<file path="src/verilog/bkreg_pkg.sv">
// package: constants and register map for the buck regulator control block
package bkreg_pkg;
  localparam int          NUM_CH          = 3;
  localparam int          CODE_W          = 6;
  localparam int          ADDR_W          = 12;
  // register byte offsets; each channel occupies a 16-byte window
  localparam logic [11:0] CH_STRIDE       = 12'h010;
  localparam logic [11:0] OFS_CTRL        = 12'h000;
  localparam logic [11:0] OFS_PRIMARY     = 12'h004;
  localparam logic [11:0] OFS_ALTERNATE   = 12'h008;
  localparam logic [11:0] OFS_STATUS      = 12'h00c;
  localparam logic [11:0] OFS_IRQ_STATUS  = 12'h040;
  localparam logic [11:0] OFS_IRQ_MASK    = 12'h044;
  localparam logic [11:0] OFS_PB_ASSIGN   = 12'h048;
  // ctrl register fields
  localparam int          BIT_ENABLE      = 0;
  localparam int          BIT_RANGE       = 6;
  // status register fields
  localparam int          BIT_POWER_OK    = 0;
  localparam int          BIT_ACTIVE      = 1;
  localparam int          BIT_RAMP_DONE   = 2;
  // interrupt status layout: [2:0] power-ok lost, [5:3] ramp done
  localparam int          IRQ_W           = 6;
  localparam int          IRQ_DONE_BASE   = 3;
  // reset values
  localparam logic [5:0]  DEFAULT_CODE    = 6'h39;
  localparam logic        DEFAULT_RANGE   = 1'b0;
  localparam logic        DEFAULT_ENABLE  = 1'b1;
  localparam logic [2:0]  DEFAULT_PB      = 3'h0;
  // soft-start ramp time and derived cycle count at 100 MHz
  localparam int          CLK_MHZ         = 100;
  localparam int          SOFT_START_US   = 80;
  localparam int          SOFT_START_CYC  = SOFT_START_US * CLK_MHZ;
  localparam int          RAMP_W          = 14;
  localparam int          SYNC_W          = 2;
endpackage

</file>
<file path="src/verilog/bkreg_channel.sv">
// file: one converter channel: enable decision, soft-start timer and power-ok tracking
`timescale 1ns/1ps
module bkreg_channel
  import bkreg_pkg::*;
#(
  parameter logic [RAMP_W-1:0] RAMP_CYC = RAMP_W'(SOFT_START_CYC)
) (
  input  wire logic clk_i,
  input  wire logic rst_b_i,
  input  wire logic pin_en_i,
  input  wire logic bit_en_i,
  input  wire logic pb_req_i,
  input  wire logic out_ok_i,
  output logic      active_o,
  output logic      ramp_done_o,
  output logic      power_ok_o,
  output logic      ok_lost_o,
  output logic      done_evt_o
);
  typedef struct packed {
    logic              active;
    logic              done;
    logic              ok;
    logic              lost;
    logic              done_evt;
    logic [RAMP_W-1:0] cnt;
  } bkreg_ch_s;

  bkreg_ch_s ch_reg;
  bkreg_ch_s ch_next;
  logic      want;

  always_comb begin
    // enabled by pin+bit, or by pushbutton if assigned; else off
    want = (pin_en_i & bit_en_i) | pb_req_i;
    ch_next          = ch_reg;
    ch_next.lost     = 1'b0;
    ch_next.done_evt = 1'b0;
    ch_next.active   = want;
    if (!want) begin
      ch_next.cnt  = '0;
      ch_next.done = 1'b0;
    end else if (!ch_reg.done) begin
      // ramp length fixed, does not depend on load
      if (ch_reg.cnt == RAMP_CYC - 1'b1) begin
        ch_next.done     = 1'b1;
        ch_next.done_evt = 1'b1;
      end else begin
        ch_next.cnt = ch_reg.cnt + 1'b1;
      end
    end
    // ok flag only meaningful after ramp; drops as soon as comparator trips
    ch_next.ok = ch_reg.done & want & out_ok_i;
    if (ch_reg.ok && !ch_next.ok) begin
      ch_next.lost = 1'b1;
    end
  end

  always_ff @(posedge clk_i or negedge rst_b_i) begin
    if (!rst_b_i) begin
      ch_reg <= '0;
    end else begin
      ch_reg <= ch_next;
    end
  end

  assign active_o    = ch_reg.active;
  assign ramp_done_o = ch_reg.done;
  assign power_ok_o  = ch_reg.ok;
  assign ok_lost_o   = ch_reg.lost;
  assign done_evt_o  = ch_reg.done_evt;
endmodule

</file>
<file path="src/verilog/bkreg_top.sv">
// file: top of buck regulator control: apb registers, pin sync, setpoint select, channels
//
// Overview of operation
// - A channel turns on when its enable pin is high and its enable bit is one.
// - A channel may also turn on while the pushbutton is held low if it is assigned to it.
// - With no enabling condition a channel stays off.
// - The power-ok flag goes to zero whenever the output drops below its good threshold.
// - On enable the output follows a fixed 80 us soft-start ramp independent of load.
// - After reset both voltage codes of each channel hold the same default setpoint.
// - The select pin low picks every primary code, high picks every alternate code.
// - Codes and range bits of each channel are written independently over the bus.
`timescale 1ns/1ps
module bkreg_top
  import bkreg_pkg::*;
#(
  parameter logic [RAMP_W-1:0] RAMP_CYC = RAMP_W'(SOFT_START_CYC)
) (
  input  wire logic                        CLK_I,
  input  wire logic                        RST_B_I,
  input  wire logic                        PSEL_I,
  input  wire logic                        PENABLE_I,
  input  wire logic                        PWRITE_I,
  input  wire logic [bkreg_pkg::ADDR_W-1:0] PADDR_I,
  input  wire logic [31:0]                 PWDATA_I,
  input  wire logic [3:0]                  PSTRB_I,
  output logic [31:0]                      PRDATA_O,
  output logic                             PREADY_O,
  output logic                             PSLVERR_O,
  input  wire logic [bkreg_pkg::NUM_CH-1:0] REGULATOR_ENABLE_PIN_I,
  input  wire logic                        PUSHBUTTON_INPUT_N_I,
  input  wire logic                        VOLTAGE_SET_SELECT_PIN_I,
  input  wire logic [bkreg_pkg::NUM_CH-1:0] OUTPUT_GOOD_I,
  output logic [bkreg_pkg::NUM_CH-1:0]      CONVERTER_ENABLE_O,
  output logic [bkreg_pkg::NUM_CH-1:0]      VOLTAGE_RANGE_O,
  output logic [bkreg_pkg::NUM_CH*bkreg_pkg::CODE_W-1:0] VOLTAGE_CODE_O,
  output logic [bkreg_pkg::NUM_CH-1:0]      POWER_OK_O,
  output logic                             IRQ_O
);
  import bkreg_pkg::*;

  ////////////////////////////////////////////////////////////////////////////
  // state
  typedef struct packed {
    logic [NUM_CH-1:0]             en_bit;
    logic [NUM_CH-1:0]             range;
    logic [NUM_CH-1:0][CODE_W-1:0] prim;
    logic [NUM_CH-1:0][CODE_W-1:0] alt;
    logic [NUM_CH-1:0][CODE_W-1:0] code_out;
    logic [NUM_CH-1:0]             range_out;
    logic [NUM_CH-1:0]             pb_assign;
    logic [IRQ_W-1:0]              irq_stat;
    logic [IRQ_W-1:0]              irq_mask;
    logic [31:0]                   rdata;
    logic                          slverr;
    logic [SYNC_W-1:0][NUM_CH-1:0] en_sync;
    logic [SYNC_W-1:0]             pb_sync;
    logic [SYNC_W-1:0]             sel_sync;
    logic [SYNC_W-1:0][NUM_CH-1:0] good_sync;
  } bkreg_top_s;

  bkreg_top_s st_reg;
  bkreg_top_s st_next;

  logic [NUM_CH-1:0] ch_active;
  logic [NUM_CH-1:0] ch_done;
  logic [NUM_CH-1:0] ch_ok;
  logic [NUM_CH-1:0] ch_lost;
  logic [NUM_CH-1:0] ch_done_evt;
  logic [NUM_CH-1:0] pb_req;
  logic              pb_pressed;

  // the pushbutton is active low; request goes only to assigned channels
  assign pb_pressed = ~st_reg.pb_sync[1];
  assign pb_req     = st_reg.pb_assign & {NUM_CH{pb_pressed}};

  ////////////////////////////////////////////////////////////////////////////
  // channels: each owns its own ramp and ok state
  genvar g;
  generate
    for (g = 0; g < NUM_CH; g++) begin : gen_ch
      bkreg_channel #(
        .RAMP_CYC (RAMP_CYC)
      ) u_ch (
        .clk_i       (CLK_I),
        .rst_b_i     (RST_B_I),
        .pin_en_i    (st_reg.en_sync[1][g]),
        .bit_en_i    (st_reg.en_bit[g]),
        .pb_req_i    (pb_req[g]),
        .out_ok_i    (st_reg.good_sync[1][g]),
        .active_o    (ch_active[g]),
        .ramp_done_o (ch_done[g]),
        .power_ok_o  (ch_ok[g]),
        .ok_lost_o   (ch_lost[g]),
        .done_evt_o  (ch_done_evt[g])
      );
    end
  endgenerate

  ////////////////////////////////////////////////////////////////////////////
  // bus decode and next state
  logic              wr_en;
  logic              rd_en;
  logic [ADDR_W-1:0] ofs;
  logic [1:0]        ch_idx;
  logic              ch_hit;
  logic [IRQ_W-1:0]  evt;
  logic [IRQ_W-1:0]  clr;
  logic [31:0]       rd;
  logic              err;

  always_comb begin
    st_next = st_reg;
    // two-stage synchronisers; only stage 1 is read by logic
    st_next.en_sync   = {st_reg.en_sync[0], REGULATOR_ENABLE_PIN_I};
    st_next.pb_sync   = {st_reg.pb_sync[0], PUSHBUTTON_INPUT_N_I};
    st_next.sel_sync  = {st_reg.sel_sync[0], VOLTAGE_SET_SELECT_PIN_I};
    st_next.good_sync = {st_reg.good_sync[0], OUTPUT_GOOD_I};

    wr_en  = PSEL_I & PENABLE_I & PWRITE_I;
    rd_en  = PSEL_I & ~PENABLE_I & ~PWRITE_I;
    ofs    = PADDR_I & (CH_STRIDE - 12'h001);
    ch_idx = PADDR_I[5:4];
    ch_hit = (PADDR_I[ADDR_W-1:6] == '0) && (ch_idx < 2'(NUM_CH));
    rd     = 32'h0000_0000;
    err    = 1'b0;
    clr    = '0;

    if (PADDR_I[1:0] != 2'h0) begin
      err = 1'b1;
    end else if (ch_hit) begin
      case (ofs)
        OFS_CTRL: begin
          rd[BIT_ENABLE] = st_reg.en_bit[ch_idx];
          rd[BIT_RANGE]  = st_reg.range[ch_idx];
          if (wr_en && PSTRB_I[0]) begin
            // range and codes per channel, any order by hardware
            st_next.en_bit[ch_idx] = PWDATA_I[BIT_ENABLE];
            st_next.range[ch_idx]  = PWDATA_I[BIT_RANGE];
          end
        end
        OFS_PRIMARY: begin
          rd[CODE_W-1:0] = st_reg.prim[ch_idx];
          if (wr_en && PSTRB_I[0]) begin
            st_next.prim[ch_idx] = PWDATA_I[CODE_W-1:0];
          end
        end
        OFS_ALTERNATE: begin
          rd[CODE_W-1:0] = st_reg.alt[ch_idx];
          if (wr_en && PSTRB_I[0]) begin
            st_next.alt[ch_idx] = PWDATA_I[CODE_W-1:0];
          end
        end
        OFS_STATUS: begin
          rd[BIT_POWER_OK]  = ch_ok[ch_idx];
          rd[BIT_ACTIVE]    = ch_active[ch_idx];
          rd[BIT_RAMP_DONE] = ch_done[ch_idx];
        end
        default: err = 1'b1;
      endcase
    end else begin
      case (PADDR_I)
        OFS_IRQ_STATUS: begin
          rd[IRQ_W-1:0] = st_reg.irq_stat;
          if (wr_en && PSTRB_I[0]) begin
            clr = PWDATA_I[IRQ_W-1:0];
          end
        end
        OFS_IRQ_MASK: begin
          rd[IRQ_W-1:0] = st_reg.irq_mask;
          if (wr_en && PSTRB_I[0]) begin
            st_next.irq_mask = PWDATA_I[IRQ_W-1:0];
          end
        end
        OFS_PB_ASSIGN: begin
          rd[NUM_CH-1:0] = st_reg.pb_assign;
          if (wr_en && PSTRB_I[0]) begin
            st_next.pb_assign = PWDATA_I[NUM_CH-1:0];
          end
        end
        default: err = 1'b1;
      endcase
    end

    // read data captured in setup so it stands from the access cycle
    if (rd_en) begin
      st_next.rdata = rd;
    end
    st_next.slverr = PSEL_I & ~PENABLE_I & err;

    // sticky events: a new event beats a write-one clear in the same cycle
    evt = {ch_done_evt, ch_lost};
    st_next.irq_stat = (st_reg.irq_stat & ~clr) | evt;

    // one select for all channels; codes latched to output flops
    for (int i = 0; i < NUM_CH; i++) begin
      st_next.code_out[i] = st_reg.sel_sync[1] ? st_reg.alt[i] : st_reg.prim[i];
    end
    st_next.range_out = st_reg.range;
  end

  ////////////////////////////////////////////////////////////////////////////
  // registers
  always_ff @(posedge CLK_I or negedge RST_B_I) begin
    if (!RST_B_I) begin
      st_reg           <= '0;
      st_reg.en_bit    <= {NUM_CH{DEFAULT_ENABLE}};
      st_reg.range     <= {NUM_CH{DEFAULT_RANGE}};
      st_reg.range_out <= {NUM_CH{DEFAULT_RANGE}};
      st_reg.prim      <= {NUM_CH{DEFAULT_CODE}};
      st_reg.alt       <= {NUM_CH{DEFAULT_CODE}};
      st_reg.code_out  <= {NUM_CH{DEFAULT_CODE}};
      st_reg.pb_assign <= DEFAULT_PB;
      st_reg.pb_sync   <= {SYNC_W{1'b1}};
    end else begin
      st_reg <= st_next;
    end
  end

  ////////////////////////////////////////////////////////////////////////////
  // outputs
  assign PREADY_O           = 1'b1;
  assign PRDATA_O           = st_reg.rdata;
  assign PSLVERR_O          = st_reg.slverr & PSEL_I & PENABLE_I;
  assign CONVERTER_ENABLE_O = ch_active;
  assign VOLTAGE_RANGE_O    = st_reg.range_out;
  assign VOLTAGE_CODE_O     = st_reg.code_out;
  assign POWER_OK_O         = ch_ok;
  assign IRQ_O              = |(st_reg.irq_stat & st_reg.irq_mask);
endmodule

</file>
<file path="config.mk">
export PLATFORM = sky130hd
export DESIGN_NAME = bkreg_top
export DESIGN_NICKNAME = d
export VERILOG_FILES = /design/src/verilog/bkreg_pkg.sv /design/src/verilog/bkreg_channel.sv /design/src/verilog/bkreg_top.sv
export SDC_FILE = /design/constraint.sdc
export NUM_CORES = 1
export LEC_CHECK = 0
export BUFFER_PORTS_ARGS = -buffer_cell sky130_fd_sc_hd__buf_4
export CAP_MARGIN = 20
export CORE_MARGIN = 4
export CORE_UTILIZATION = 51
export DETAILED_ROUTE_END_ITERATION = 10
export PLACE_DENSITY = 0.72
export SKIP_CTS_REPAIR_TIMING = 1
export SYNTH_ARGS = -nofsm -noshare
export SYNTH_HDL_FRONTEND = slang
export SYNTH_SLANG_ARGS = --single-unit
</file>
<file path="constraint.sdc">
create_clock -name CLK_I -period 2.7 [get_ports CLK_I]
set_input_delay 0 -clock CLK_I [delete_from_list [all_inputs] [get_ports CLK_I]]
set_output_delay 0 -clock CLK_I [all_outputs]
set_load 0.05 [all_outputs]
</file>
==> Word level (Yosys, flattened, before mapping) <==
Cells that the tools add are included.
{ "totals": {"word_cells": 180, "out_inout_bits": 62, "inputBits": 61, "register_bits": 159} }
{ "op_classes": {"add_sub_neg": 3, "n_mux": 66, "n_bitwise": 29, "n_eq_ne": 15, "n_lt_le_gt_ge": 3, "reduce_logical": 23} }
{ "ops": {"columns": ["op", "count"], "rows": [
  ["14-bit two-way mux", 6],
  ["6-bit two-way mux", 11],
  ["15-bit two-way mux", 3],
  ["14-bit by 1-bit adder with 14-bit output (second input constant)", 3],
  ["14-bit by 13-bit == test with 1-bit output (second input constant)", 3],
  ["18-bit bitwise mux", 2],
  ["12-bit by 7-bit == test with 1-bit output (second input constant)", 3],
  ["1-bit two-way mux", 27],
  ["6-bit binary-select mux with 2-bit select", 2],
  ["4-bit AND reduction", 5],
  ["1-bit AND", 16],
  ["6-bit AND", 2],
  ["6-bit demux with 2-bit select", 1],
  ["12-bit zero test", 1],
  ["2-bit inequality test (second input constant)", 6],
  ["3-bit case mux with 2 select lines", 2],
  ["1-bit binary-select mux with 2-bit select", 5],
  ["3-bit case mux with 3 select lines", 1],
  ["4-bit == test (second input constant)", 2],
  ["7-bit two-way mux", 1],
  ["3-bit bitwise mux", 2],
  ["1-bit logical AND", 6],
  ["6-bit zero test", 1],
  ["6-bit NOT", 1],
  ["17 further kinds", 27]
]} }

==> Depth between registers and ports, before layout <==
Gate-level depths: netlist of run 1.
{ "logic_depth": {"word_depth": 10, "mapped_depth": 7, "ltp_nobuf": 6} }

==> By module <==
A second synthesis of run 1 with hierarchy kept.
{ "unflattened": {"cells_unflattened": 685, "area_unflattened_um2": 7736.2} }
{ "modules_own_cells": {"columns": ["mod", "area_per_inst_um2", "seq_area_each_um2", "n_inst", "cells_each"], "rows": [
  ["bkreg_top", 4870.9, 2603.7, 1, 389],
  ["bkreg_channel at gen_ch[0].u_ch ...", 959.7, 475.5, 2, 99],
  ["bkreg_channel at gen_ch[1].u_ch", 945.9, 475.5, 1, 98]
]} }

==> Least setup slack after synthesis of run 1 <==
Ideal clock, no wire load.
{ "synth_path": {"path_kind": "register to register", "from": "reg gen_ch[1].u_ch.ch_reg[0] (netlist bit)", "to": "reg gen_ch[1].u_ch.ch_reg[13] (netlist bit)", "path_buffers": 1, "path_slack_ns": 0.764, "required_ns": 2.580, "period_less_slack_ns": 1.936, "setup_ns": 0.120, "arrival_time_ns": 1.816, "stages_incl_launch_ff": 8, "cell_sequence": "dfrtp_1 ha_1 and3_1 a41o_1 clkbuf_1 nor3_1 a21oi_1 a31o_2"} }
{ "synth_via": {"elab_chain_len": 4, "word_cells_on_any_way": 7, "classes_between": "add/sub: 1; eq/ne: 2; mux: 3; reduce/logical: 1"} }
{ "synth_lines": {"columns": ["element", "line_no", "rtl"], "rows": [
  ["from (decl)", "bkreg_channel.sv:29", "bkreg_ch_s ch_reg;"],
  ["from (signal assigned)", "bkreg_channel.sv:63", "ch_reg <= ch_next;"],
  ["14-bit by 1-bit adder with 14-bit output", "bkreg_channel.sv:49", "ch_next.cnt = ch_reg.cnt + 1'b1;"],
  ["14-bit two-way mux", "bkreg_channel.sv:45", "if (ch_reg.cnt == RAMP_CYC - 1'b1) begin"],
  ["15-bit two-way mux", "bkreg_channel.sv:43", "end else if (!ch_reg.done) begin"],
  ["14-bit two-way mux", "bkreg_channel.sv:40", "if (!want) begin"]
]} }
Several ways; a longest one is shown, not always the timed one. The select of a mux whose other input is x is not followed.
A chain may end at the register's enable or synchronous reset.

==> Final worst setup path of run 1 <==
{ "layout_path": {"from": "in PADDR_I[2] (netlist bit)", "to": "reg st_reg[117] (netlist bit)"} }
{ "layout_via": {"elab_chain_len": 2} }
{ "layout_lines": {"columns": ["element", "line_no", "rtl"], "rows": [
  ["from (decl)", "bkreg_top.sv:23", "input wire logic [bkreg_pkg::ADDR_W-1:0] PADDR_I,"],
  ["4-bit by 3-bit == test with 1-bit output", "bkreg_top.sv:131", "case (ofs)"],
  ["4-bit AND reduction (no line)", null, null],
  ["to (signal assigned)", "bkreg_top.sv:215", "st_reg <= st_next;"],
  ["to (decl)", "bkreg_top.sv:61", "bkreg_top_s st_reg;"]
]} }
No other way between the ends.

==> results.yml, run 1 <==
timing:
  final-max-slew-violation-count: 0
  fin_crit_sh_pct: 82.2
  rsz0062_at_grt: "no"
  fmax_ghz: 0.450
  tns_ns: 0
  hold_viol: 0
  finalWorstSetupSlack_ns: 0.480
  worst_pin_slew_ns: 0.846
  finClkSkew_ns: 0.00791
  post-route-min-period_ns: 2.22
  setup_viol: 0
  max-slew-margin-rel_pct: 42.1
critical_path:
  end_kind: "flip-flop"
  r2r-start: "gen_ch[1].u_ch.ch_reg[0]"
  path_max_fanout: 13
  max_stage_delay_ns: 0.74
  criticalPathCategory: "input pin to flip-flop"
  reg2reg_depth: 6
  crit_slowest_cell: "or4_1"
  cp-start-kind: "input pin"
  worstPathRequired_ns: 3.00
  regToRegEndpoint: "gen_ch[1].u_ch.ch_reg[13]"
  cp_cell_sequence: "dlygate4sd3_1 > buf_4 > and2b_1 > and2_1 > nand2_1 > or4_1 > mux2_4"
  r2r_slack_ns: 0.66
  crit_arrival_ns: 2.52
logic_synthesis:
  syn_area_sq_mm: 0.00761
  synth_cells: 664
  avgSynthCellArea_sq_um: 11.5
  ys.flop_type: "dfrtp_1"
  yosysUniqueCellTypes: 65
  async_flop_share_pct: 100
  ys_warn_count: 0
  synth_seq_cells: 159
  synth_top_area_share_pct: 38.8
  synth_top_area_cell: "dfrtp_1"
  synth.top_cells.by_area: "dfrtp_1, dfstp_2, mux2_2"
  synth_enable_flop_cells: 0
  yosysSeqAreaShare_pct: 52.9
pwr:
  p_leak_nw: 4.06
  power_density_mw_per_mm2: 615
  vdd_ir_drop_max_mv: 0.482
finish:
  fillers: 1162
  diodes: 0
  multi_input_area_sq_mm: 0.00307
  drive_gt1_share_pct: 31.4
  fin_util_pct: 60.4
  nets: 781
  final_common_cell: "dfrtp_1"
  largest_reg_flops: 63
  final-seq-area_sq_mm: 0.00403
  area_growth_pct: 15.7
  final_cell_mix: "dfrtp_1, buf_4, nor2_1"
  fin_area_sq_mm: 0.00881
clock_tree:
  cts.sinks: 159
  path_clk_slew_ns: 0.06
  worstSkewPairLatency_ns: 0.43
  clockBufferDepth: 2
  cts_tree: "yes"
  cts-root-buf: "clkbuf_16"
  cts_buffers: 17
  htree_levels: 4
drt:
  drtIter0Drc: 376
  finalWirelength_microns: 16200
  routed_via_density: 5.61
  route.detailed.drc: 0
  routedWlPerCell_microns: 17.7
  first_pass_iters: 5
  num_vias: 5126
  postRouteAntennaNets: 0
place:
  dpl_cell_area_sq_mm: 0.00794
  numPortBuffers: 68
  gp_congestion: 0.922
  pre_cts_ws_ns: 0.592
  hpwlAfterDp_microns: 11200
die:
  rows: 44
  die_w_microns: 130
  ios: 123
  start_util_pct: 52.2
  die_h_microns: 130
  die-area_sq_mm: 0.0169
  core-area_sq_mm: 0.0146
global_route:
  gr-total-overflow: 0
  antenna_found_initial: 0
  grt_first_pass_wirelength_microns: 26100
  grt_max_degree: 90
  grt.total_usage_pct: 20.0
  grt_pass1_vias: 5137
worst_hold_path:
  min_path_cells: 4
  hp-start: "PADDR_I[0]"
  hold_path_end: "PRDATA_O[6]"
  hold_class: "input pin to flip-flop"
run:
  maxCapViolations: 0
status:
  status: "complete, no violations"
## through the flow
step | total power [W] | hold slack (ns) | cells
floorplan | 0.00262 | -0.296 | 688
global placement | 0.00270 | 0.111 | 863
detailed placement | 0.00271 | 0.111 | 863
CTS | 0.00545 | -0.335 | 895
global route | 0.00559 | 0.0496 | 914
finish | 0.00542 | 0.00663 | 914
## logic make-up (layout without fill, tap and decap cells)
kind of cell	Yosys count	after routing	share of synthesized area, %
AOI/OAI and AO/OA	81	81	7.03
xor gates and xnor gates	28	28	3.22
adders and majority gates	3	3	0.493
buffers and inverters	92	134	7.95
DFF	159	159	52.9
muxes	94	94	14.4
other	2	26	0.0986
and+or+nand+nor	205	205	13.8
## how the worst max path moves through the flow
stage,from,to
6_report,PADDR_I[2],st_reg[117]
4_1_cts,gen_ch[1].u_ch.ch_reg[0],gen_ch[1].u_ch.ch_reg[13]
3_3_place_gp,PADDR_I[1],st_reg[117]
2_1_floorplan,gen_ch[1].u_ch.ch_reg[0],gen_ch[1].u_ch.ch_reg[13]
3_5_place_dp,PADDR_I[1],st_reg[117]
5_1_grt,PADDR_I[2],st_reg[117]
## synthesized netlist by cell type, types with 2 or more instances
cell type,n
mux2_4,18
o21ai_0,20
buf_4,61
nand3b_1,2
and3_1,8
a21oi_1,18
or3b_2,2
nor2_1,56
nand4_1,14
xor2_1,13
conb_1,2
nor3b_1,3
dfstp_2,41
inv_1,7
nand2b_1,2
nor4b_1,3
nor2b_1,6
nand3_1,11
or3_1,3
or4_1,4
a41oi_1,2
a31oi_1,4
mux2_2,55
a21o_1,6
xnor2_1,15
a311oi_1,2
ha_1,3
and4_1,4
a22oi_1,13
nor3_1,14
buf_6,3
and2_1,6
dfrtp_1,118
nand2_1,51
mux2i_1,21
buf_2,3
nor4_1,5
clkbuf_1,16
o211ai_1,3
## worst max-delay path, delay by kind of cell
family / cells / cell delay (ns)
and+or+nand+nor: 4 / 1.34
buffers and inverters: 2 / 0.80
muxes: 1 / 0.38
## routing by layer
metal,vias to the layer above,GRT usage [%],routed length [microns]
met2,171,32.8,8010
met4,0,8.92,385
met1,2557,25.6,6890
met5,-,0,0
met3,29,4.38,859
li1,2369,-,-
## final cells by class
cell class	instances	area share, %
inverters	7	0.298
well taps	184	2.61
flip-flops and latches	159	45.7
clock buffers	22	5.38
multi-input cells	437	34.8
repair buffers	95	8.82
clock inverters	10	2.34
## where the power goes
| part | internal [W] | switching [W] | total, W |
|---|---|---|---|
| Sequential | 0.00240 | 0.00000957 | 0.00241 |
| Clock | 0.00181 | 0.000926 | 0.00273 |
| Combinational | 0.0000774 | 0.000198 | 0.000276 |
| Total | 0.00428 | 0.00113 | 0.00542 |
(Power assumes the default switching activity.)
==> run 2: changes to the inputs <==
Settings changed: PLACE_DENSITY 0.72 to 0.75.
Clock period 2.7 ns to 1.95 ns, I/O delays scaled along.
==> run 2 against run 1 <==
Net effect: worst hold slack better by 0.065 ns; largest power group is now registers; cell area increased by 1.3%; wire length up 2.8%; count of clock-buffer cells in the layout rose by 2.
==> results.yml, run 2 (same netlist as run 1, synthesis figures left out) <==
timing:
  setup_viol: 0
  fin_crit_sh_pct: 94.0
  hold_viol: 0
  rsz0062_at_grt: "no"
  worst_pin_slew_ns: 0.505
  finalWorstSetupSlack_ns: 0.117
  tns_ns: 0
  max-slew-margin-rel_pct: 66.0
  fmax_ghz: 0.546
  finClkSkew_ns: 0.00727
  final-max-slew-violation-count: 0
  post-route-min-period_ns: 1.83
  hold_slack_ns: 0.0719
critical_path:
  cp_cell_sequence: "ha_1 > and3_1 > a41o_2 > nor4_2 > xnor2_1 > nor2_1"
  path_max_fanout: 10
  crit_slowest_cell: "dfrtp_1"
  critical-path-top-delay-family: "simple AND/OR/NAND/NOR gates"
  cp_num_buf_inv: 0
  criticalPathCategory: "flip-flop to flip-flop"
  crit_arrival_ns: 2.15
  end_kind: "flip-flop"
  cp-start-kind: "flip-flop"
  worstPathRequired_ns: 2.26
  max_stage_delay_ns: 0.42
finish:
  final_cell_mix: "dfrtp_1, buf_4, nor2_1"
  largest_reg_flops: 63
  fillers: 1171
  final-seq-area_sq_mm: 0.00403
  area_growth_pct: 17.3
  instances_no_fill: 937
  drive_gt1_share_pct: 33.9
  nets: 804
  final_common_cell: "dfrtp_1"
  diodes: 0
  multi_input_area_sq_mm: 0.00311
pwr:
  pwr-share-comb_pct: 5.8
  p_switching_w: 0.00159
  seqPwrFrac_pct: 47.8
  p_clk_share_pct: 46.4
  intPower_w: 0.00539
  power_density_mw_per_mm2: 781
  swShare_pct: 22.7
  p_leak_nw: 4.11
  vdd_ir_drop_max_mv: 0.646
global_route:
  antenna_found_initial: 0
  grt_first_pass_wirelength_microns: 26600
  grt.total_usage_pct: 20.3
  gr-total-overflow: 0
  grt_max_degree: 57
  grt_pass1_vias: 5226
clock_tree:
  path_clk_slew_ns: 0.06
  clockBufferDepth: 2
  cts.sinks: 159
  htree_levels: 4
  cts_buffers: 17
  cts-root-buf: "clkbuf_16"
  worstSkewPairLatency_ns: 0.43
  cts_tree: "yes"
drt:
  num_vias: 5151
  route.detailed.drc: 0
  routed_via_density: 5.50
  drtIter0Drc: 325
  first_pass_iters: 6
  routedWlPerCell_microns: 17.7
  finalWirelength_microns: 16600
  postRouteAntennaNets: 0
die:
  start_util_pct: 52.2
  rows: 44
  core-area_sq_mm: 0.0146
  ios: 123
  die_w_microns: 130
  die-area_sq_mm: 0.0169
  die_h_microns: 130
place:
  pre_cts_ws_ns: 0.0330
  hpwlAfterDp_microns: 11800
  placedCellCount: 885
  gp_congestion: 0.922
  numPortBuffers: 68
run:
  maxCapViolations: 0
worst_hold_path:
  hold_class: "input pin to flip-flop"
status:
  status: "complete, no violations"
-- run 2: layout make-up --
cell class / instances / share of cell area (%)
inverters: 7 / 0.294
well taps: 184 / 2.58
multi-input cells: 438 / 34.8
clock inverters: 8 / 0.869
repair buffers: 117 / 10.7
flip-flops and latches: 159 / 45.1
clock buffers: 24 / 5.65
-- run 2: power by group through the flow --
stage / Sequential [W] / Combinational (W) / Clock, W
6_report: 0.00333 / 0.000405 / 0.00324
5_1_grt: 0.00333 / 0.000440 / 0.00343
4_1_cts: 0.00333 / 0.000378 / 0.00330
3_5_place_dp: 0.00339 / 0.000377 / 0
3_3_place_gp: 0.00339 / 0.000371 / 0
2_1_floorplan: 0.00338 / 0.000238 / 0
-- run 2: metrics by stage --
stage | total power (W) | cell area, sq um | util (%)
global route | 0.00720 | 8930 | 61.2
detailed placement | 0.00376 | 8120 | 55.7
floorplan | 0.00362 | 7700 | -
finish | 0.00697 | 8930 | 61.2
CTS | 0.00701 | 8700 | 59.6
global placement | 0.00376 | 8120 | 55.7
-- run 2: final timing paths --
check	from	to	slack, ns	depth (start not counted)
setup / recovery	gen_ch[1].u_ch.ch_reg[0]	gen_ch[1].u_ch.ch_reg[11]	0.12	6
setup reg to reg	gen_ch[1].u_ch.ch_reg[0]	gen_ch[1].u_ch.ch_reg[11]	0.12	6
min in group asynchronous	RST_B_I	VOLTAGE_CODE_O[7]	0.08	2
hold reg to reg	st_next[7]	st_reg[7]	0.35	0
hold / removal	PADDR_I[6]	PRDATA_O[6]	0.07	3
max in group asynchronous	RST_B_I	st_reg[9]	1.19	3
-- run 2: worst reg2reg max path: stages, from the launching register on --
cell     delay [ns]
dfrtp_1        0.42
ha_1           0.24
and3_1         0.24
a41o_2         0.30
nor4_2         0.31
xnor2_1        0.16
nor2_1         0.05
-- run 2: layer usage --
layer	vias up	global-route usage [%]	wire length, microns
met5	-	0	0
li1	2428	-	-
met2	151	33.7	8320
met3	26	5.36	955
met1	2546	25.8	7070
met4	0	7.09	263
==> run 3: changes to the inputs <==
--- a/config.mk
+++ b/config.mk
@@ -8,4 +8,5 @@
 export BUFFER_PORTS_ARGS = -buffer_cell sky130_fd_sc_hd__buf_4
 export CAP_MARGIN = 20
+export CORE_ASPECT_RATIO = 0.75
 export CORE_MARGIN = 4
 export CORE_UTILIZATION = 51
==> constraint.sdc (replaced) <==
create_clock -name CLK_I -period 1.95 [get_ports CLK_I]
set_input_delay 0 -clock CLK_I [delete_from_list [all_inputs] [get_ports CLK_I]]
set_output_delay 0 -clock CLK_I [all_outputs]
set_load 0.1 [all_outputs]
==> run 3 against run 2 <==
Net effect: critical endpoint is now gen_ch[2].u_ch.ch_reg[2]; critical path depth decreased by 1; utilization rose by 0.47 points; largest power group unchanged; clock power about the same; global-route usage down 0.15 points; sequential cell count is the same; sequential power hardly changed.
==> results.yml, run 3 (same netlist as run 1, synthesis figures left out) <==
critical_path:
  end_kind: "flip-flop"
  crit_arrival_ns: 2.16
  criticalPathCategory: "flip-flop to flip-flop"
  max_stage_delay_ns: 0.52
  cp_num_buf_inv: 0
  cp_cell_sequence: "or3_1 > o41a_1 > nand2_1 > xor2_1 > nor2_1"
  path_max_fanout: 6
  cp-start-kind: "flip-flop"
  critical-path-top-delay-family: "simple AND/OR/NAND/NOR gates"
  worstPathRequired_ns: 2.26
  crit_slowest_cell: "o41a_1"
drt:
  num_vias: 5260
  routed_via_density: 5.50
  finalWirelength_microns: 16700
  route.detailed.drc: 0
  drtIter0Drc: 437
  routedWlPerCell_microns: 17.5
  first_pass_iters: 5
  postRouteAntennaNets: 0
status:
  status: "complete, no violations"
die:
  die_h_microns: 114
  die-area_sq_mm: 0.0170
  start_util_pct: 52.3
  ios: 123
  die_w_microns: 149
  rows: 38
  core-area_sq_mm: 0.0145
pwr:
  power_density_mw_per_mm2: 790
  p_clk_share_pct: 45.7
  p_leak_nw: 4.15
  pwr-share-comb_pct: 7.3
  p_switching_w: 0.00175
  intPower_w: 0.00534
  swShare_pct: 24.7
  vdd_ir_drop_max_mv: 0.686
  seqPwrFrac_pct: 47.0
global_route:
  grt_pass1_vias: 5121
  antenna_found_initial: 0
  grt_max_degree: 54
  gr-total-overflow: 0
  grt.total_usage_pct: 20.1
  grt_first_pass_wirelength_microns: 26700
clock_tree:
  cts_tree: "yes"
  cts_buffers: 17
  worstSkewPairLatency_ns: 0.43
  clockBufferDepth: 2
  path_clk_slew_ns: 0.06
  htree_levels: 4
  cts-root-buf: "clkbuf_16"
  cts.sinks: 159
timing:
  hold_viol: 0
  post-route-min-period_ns: 1.85
  finalWorstSetupSlack_ns: 0.104
  final-max-slew-violation-count: 0
  rsz0062_at_grt: "no"
  finClkSkew_ns: 0.00967
  tns_ns: 0
  worst_pin_slew_ns: 0.503
  fmax_ghz: 0.542
  max-slew-margin-rel_pct: 66.0
  setup_viol: 0
  fin_crit_sh_pct: 94.6
finish:
  final_common_cell: "dfrtp_1"
  fin_util_pct: 61.7
  nets: 808
  diodes: 0
  final_cell_mix: "dfrtp_1, buf_4, nor2_1"
  largest_reg_flops: 63
  drive_gt1_share_pct: 34.5
  area_growth_pct: 17.9
place:
  pre_cts_ws_ns: 0.0489
  numPortBuffers: 68
  hpwlAfterDp_microns: 11800
  gp_congestion: 0.900
run:
  maxCapViolations: 0
worst_hold_path:
  hold_class: "input pin to flip-flop"
## run 3: cell types whose count changed in the layout (fill, tap and decap cells not counted), moves of 2 or more
cell / change
clkinv_2: -2
nor3_2: +2
inv_6: +2
buf_4: +5
inv_4: +4
clkbuf_1: -3
nor3_1: -2
clkbuf_8: +2
## run 3: tightest hold or removal path: stages
cell and delay (ns):
buf_4 0.14, a2111o_1 0.19, o31ai_1 0.09
## run 3: stage by stage
stage | power, W | area (sq um) | hold slack (ns) | cells
detailed placement | 0.00387 | 8170 | -0.00803 | 905
CTS | 0.00712 | 8750 | -0.472 | 937
finish | 0.00709 | 8970 | 0.0384 | 957
global placement | 0.00387 | 8170 | -0.0151 | 905
global route | 0.00733 | 8970 | 0.0454 | 957
floorplan | 0.00373 | 7700 | -0.296 | 688
## run 3: final cells by class
cell class	instances	area [sq um]
Clock inverter	9	63.8
Multi-Input combinational cell	437	3090
Clock buffer	23	520
Tap cell	200	250
Fill cell	1155	5570
Inverter	7	26.3
Sequential cell	159	4030
Timing Repair Buffer	122	992
## run 3: final timing paths
path / from / to / slack [ns] / cells after the start
worst min register to register: st_next[3] / st_reg[3] / 0.35 / 0
min in group asynchronous: RST_B_I / gen_ch[1].u_ch.ch_reg[11] / 0.10 / 2
worst max-delay path: gen_ch[2].u_ch.ch_reg[7] / gen_ch[2].u_ch.ch_reg[2] / 0.10 / 5
worst max register to register: gen_ch[2].u_ch.ch_reg[7] / gen_ch[2].u_ch.ch_reg[2] / 0.10 / 5
worst min-delay path: PADDR_I[6] / PRDATA_O[6] / 0.04 / 3
max in group asynchronous: RST_B_I / st_next[9] / 1.14 / 3
## run 3: layer usage
layer | GRT usage, % | vias to the layer above | part of all wire (%)
met3 | 5.52 | 20 | 7.2
met5 | 0 | - | 0
met1 | 28.7 | 2644 | 46
met4 | 6.77 | 0 | 1.4
li1 | - | 2411 | -
met2 | 30.0 | 185 | 45
## run 3: power by group through the flow
| stage | logic, W | registers [W] | clock network, W |
|---|---|---|---|
| after floorplan | 0.000349 | 0.00338 | 0 |
| after global placement | 0.000481 | 0.00339 | 0 |
| after detailed placement | 0.000486 | 0.00339 | 0 |
| after CTS | 0.000486 | 0.00333 | 0.00330 |
| after global routing | 0.000549 | 0.00333 | 0.00345 |
| final | 0.000517 | 0.00333 | 0.00324 |
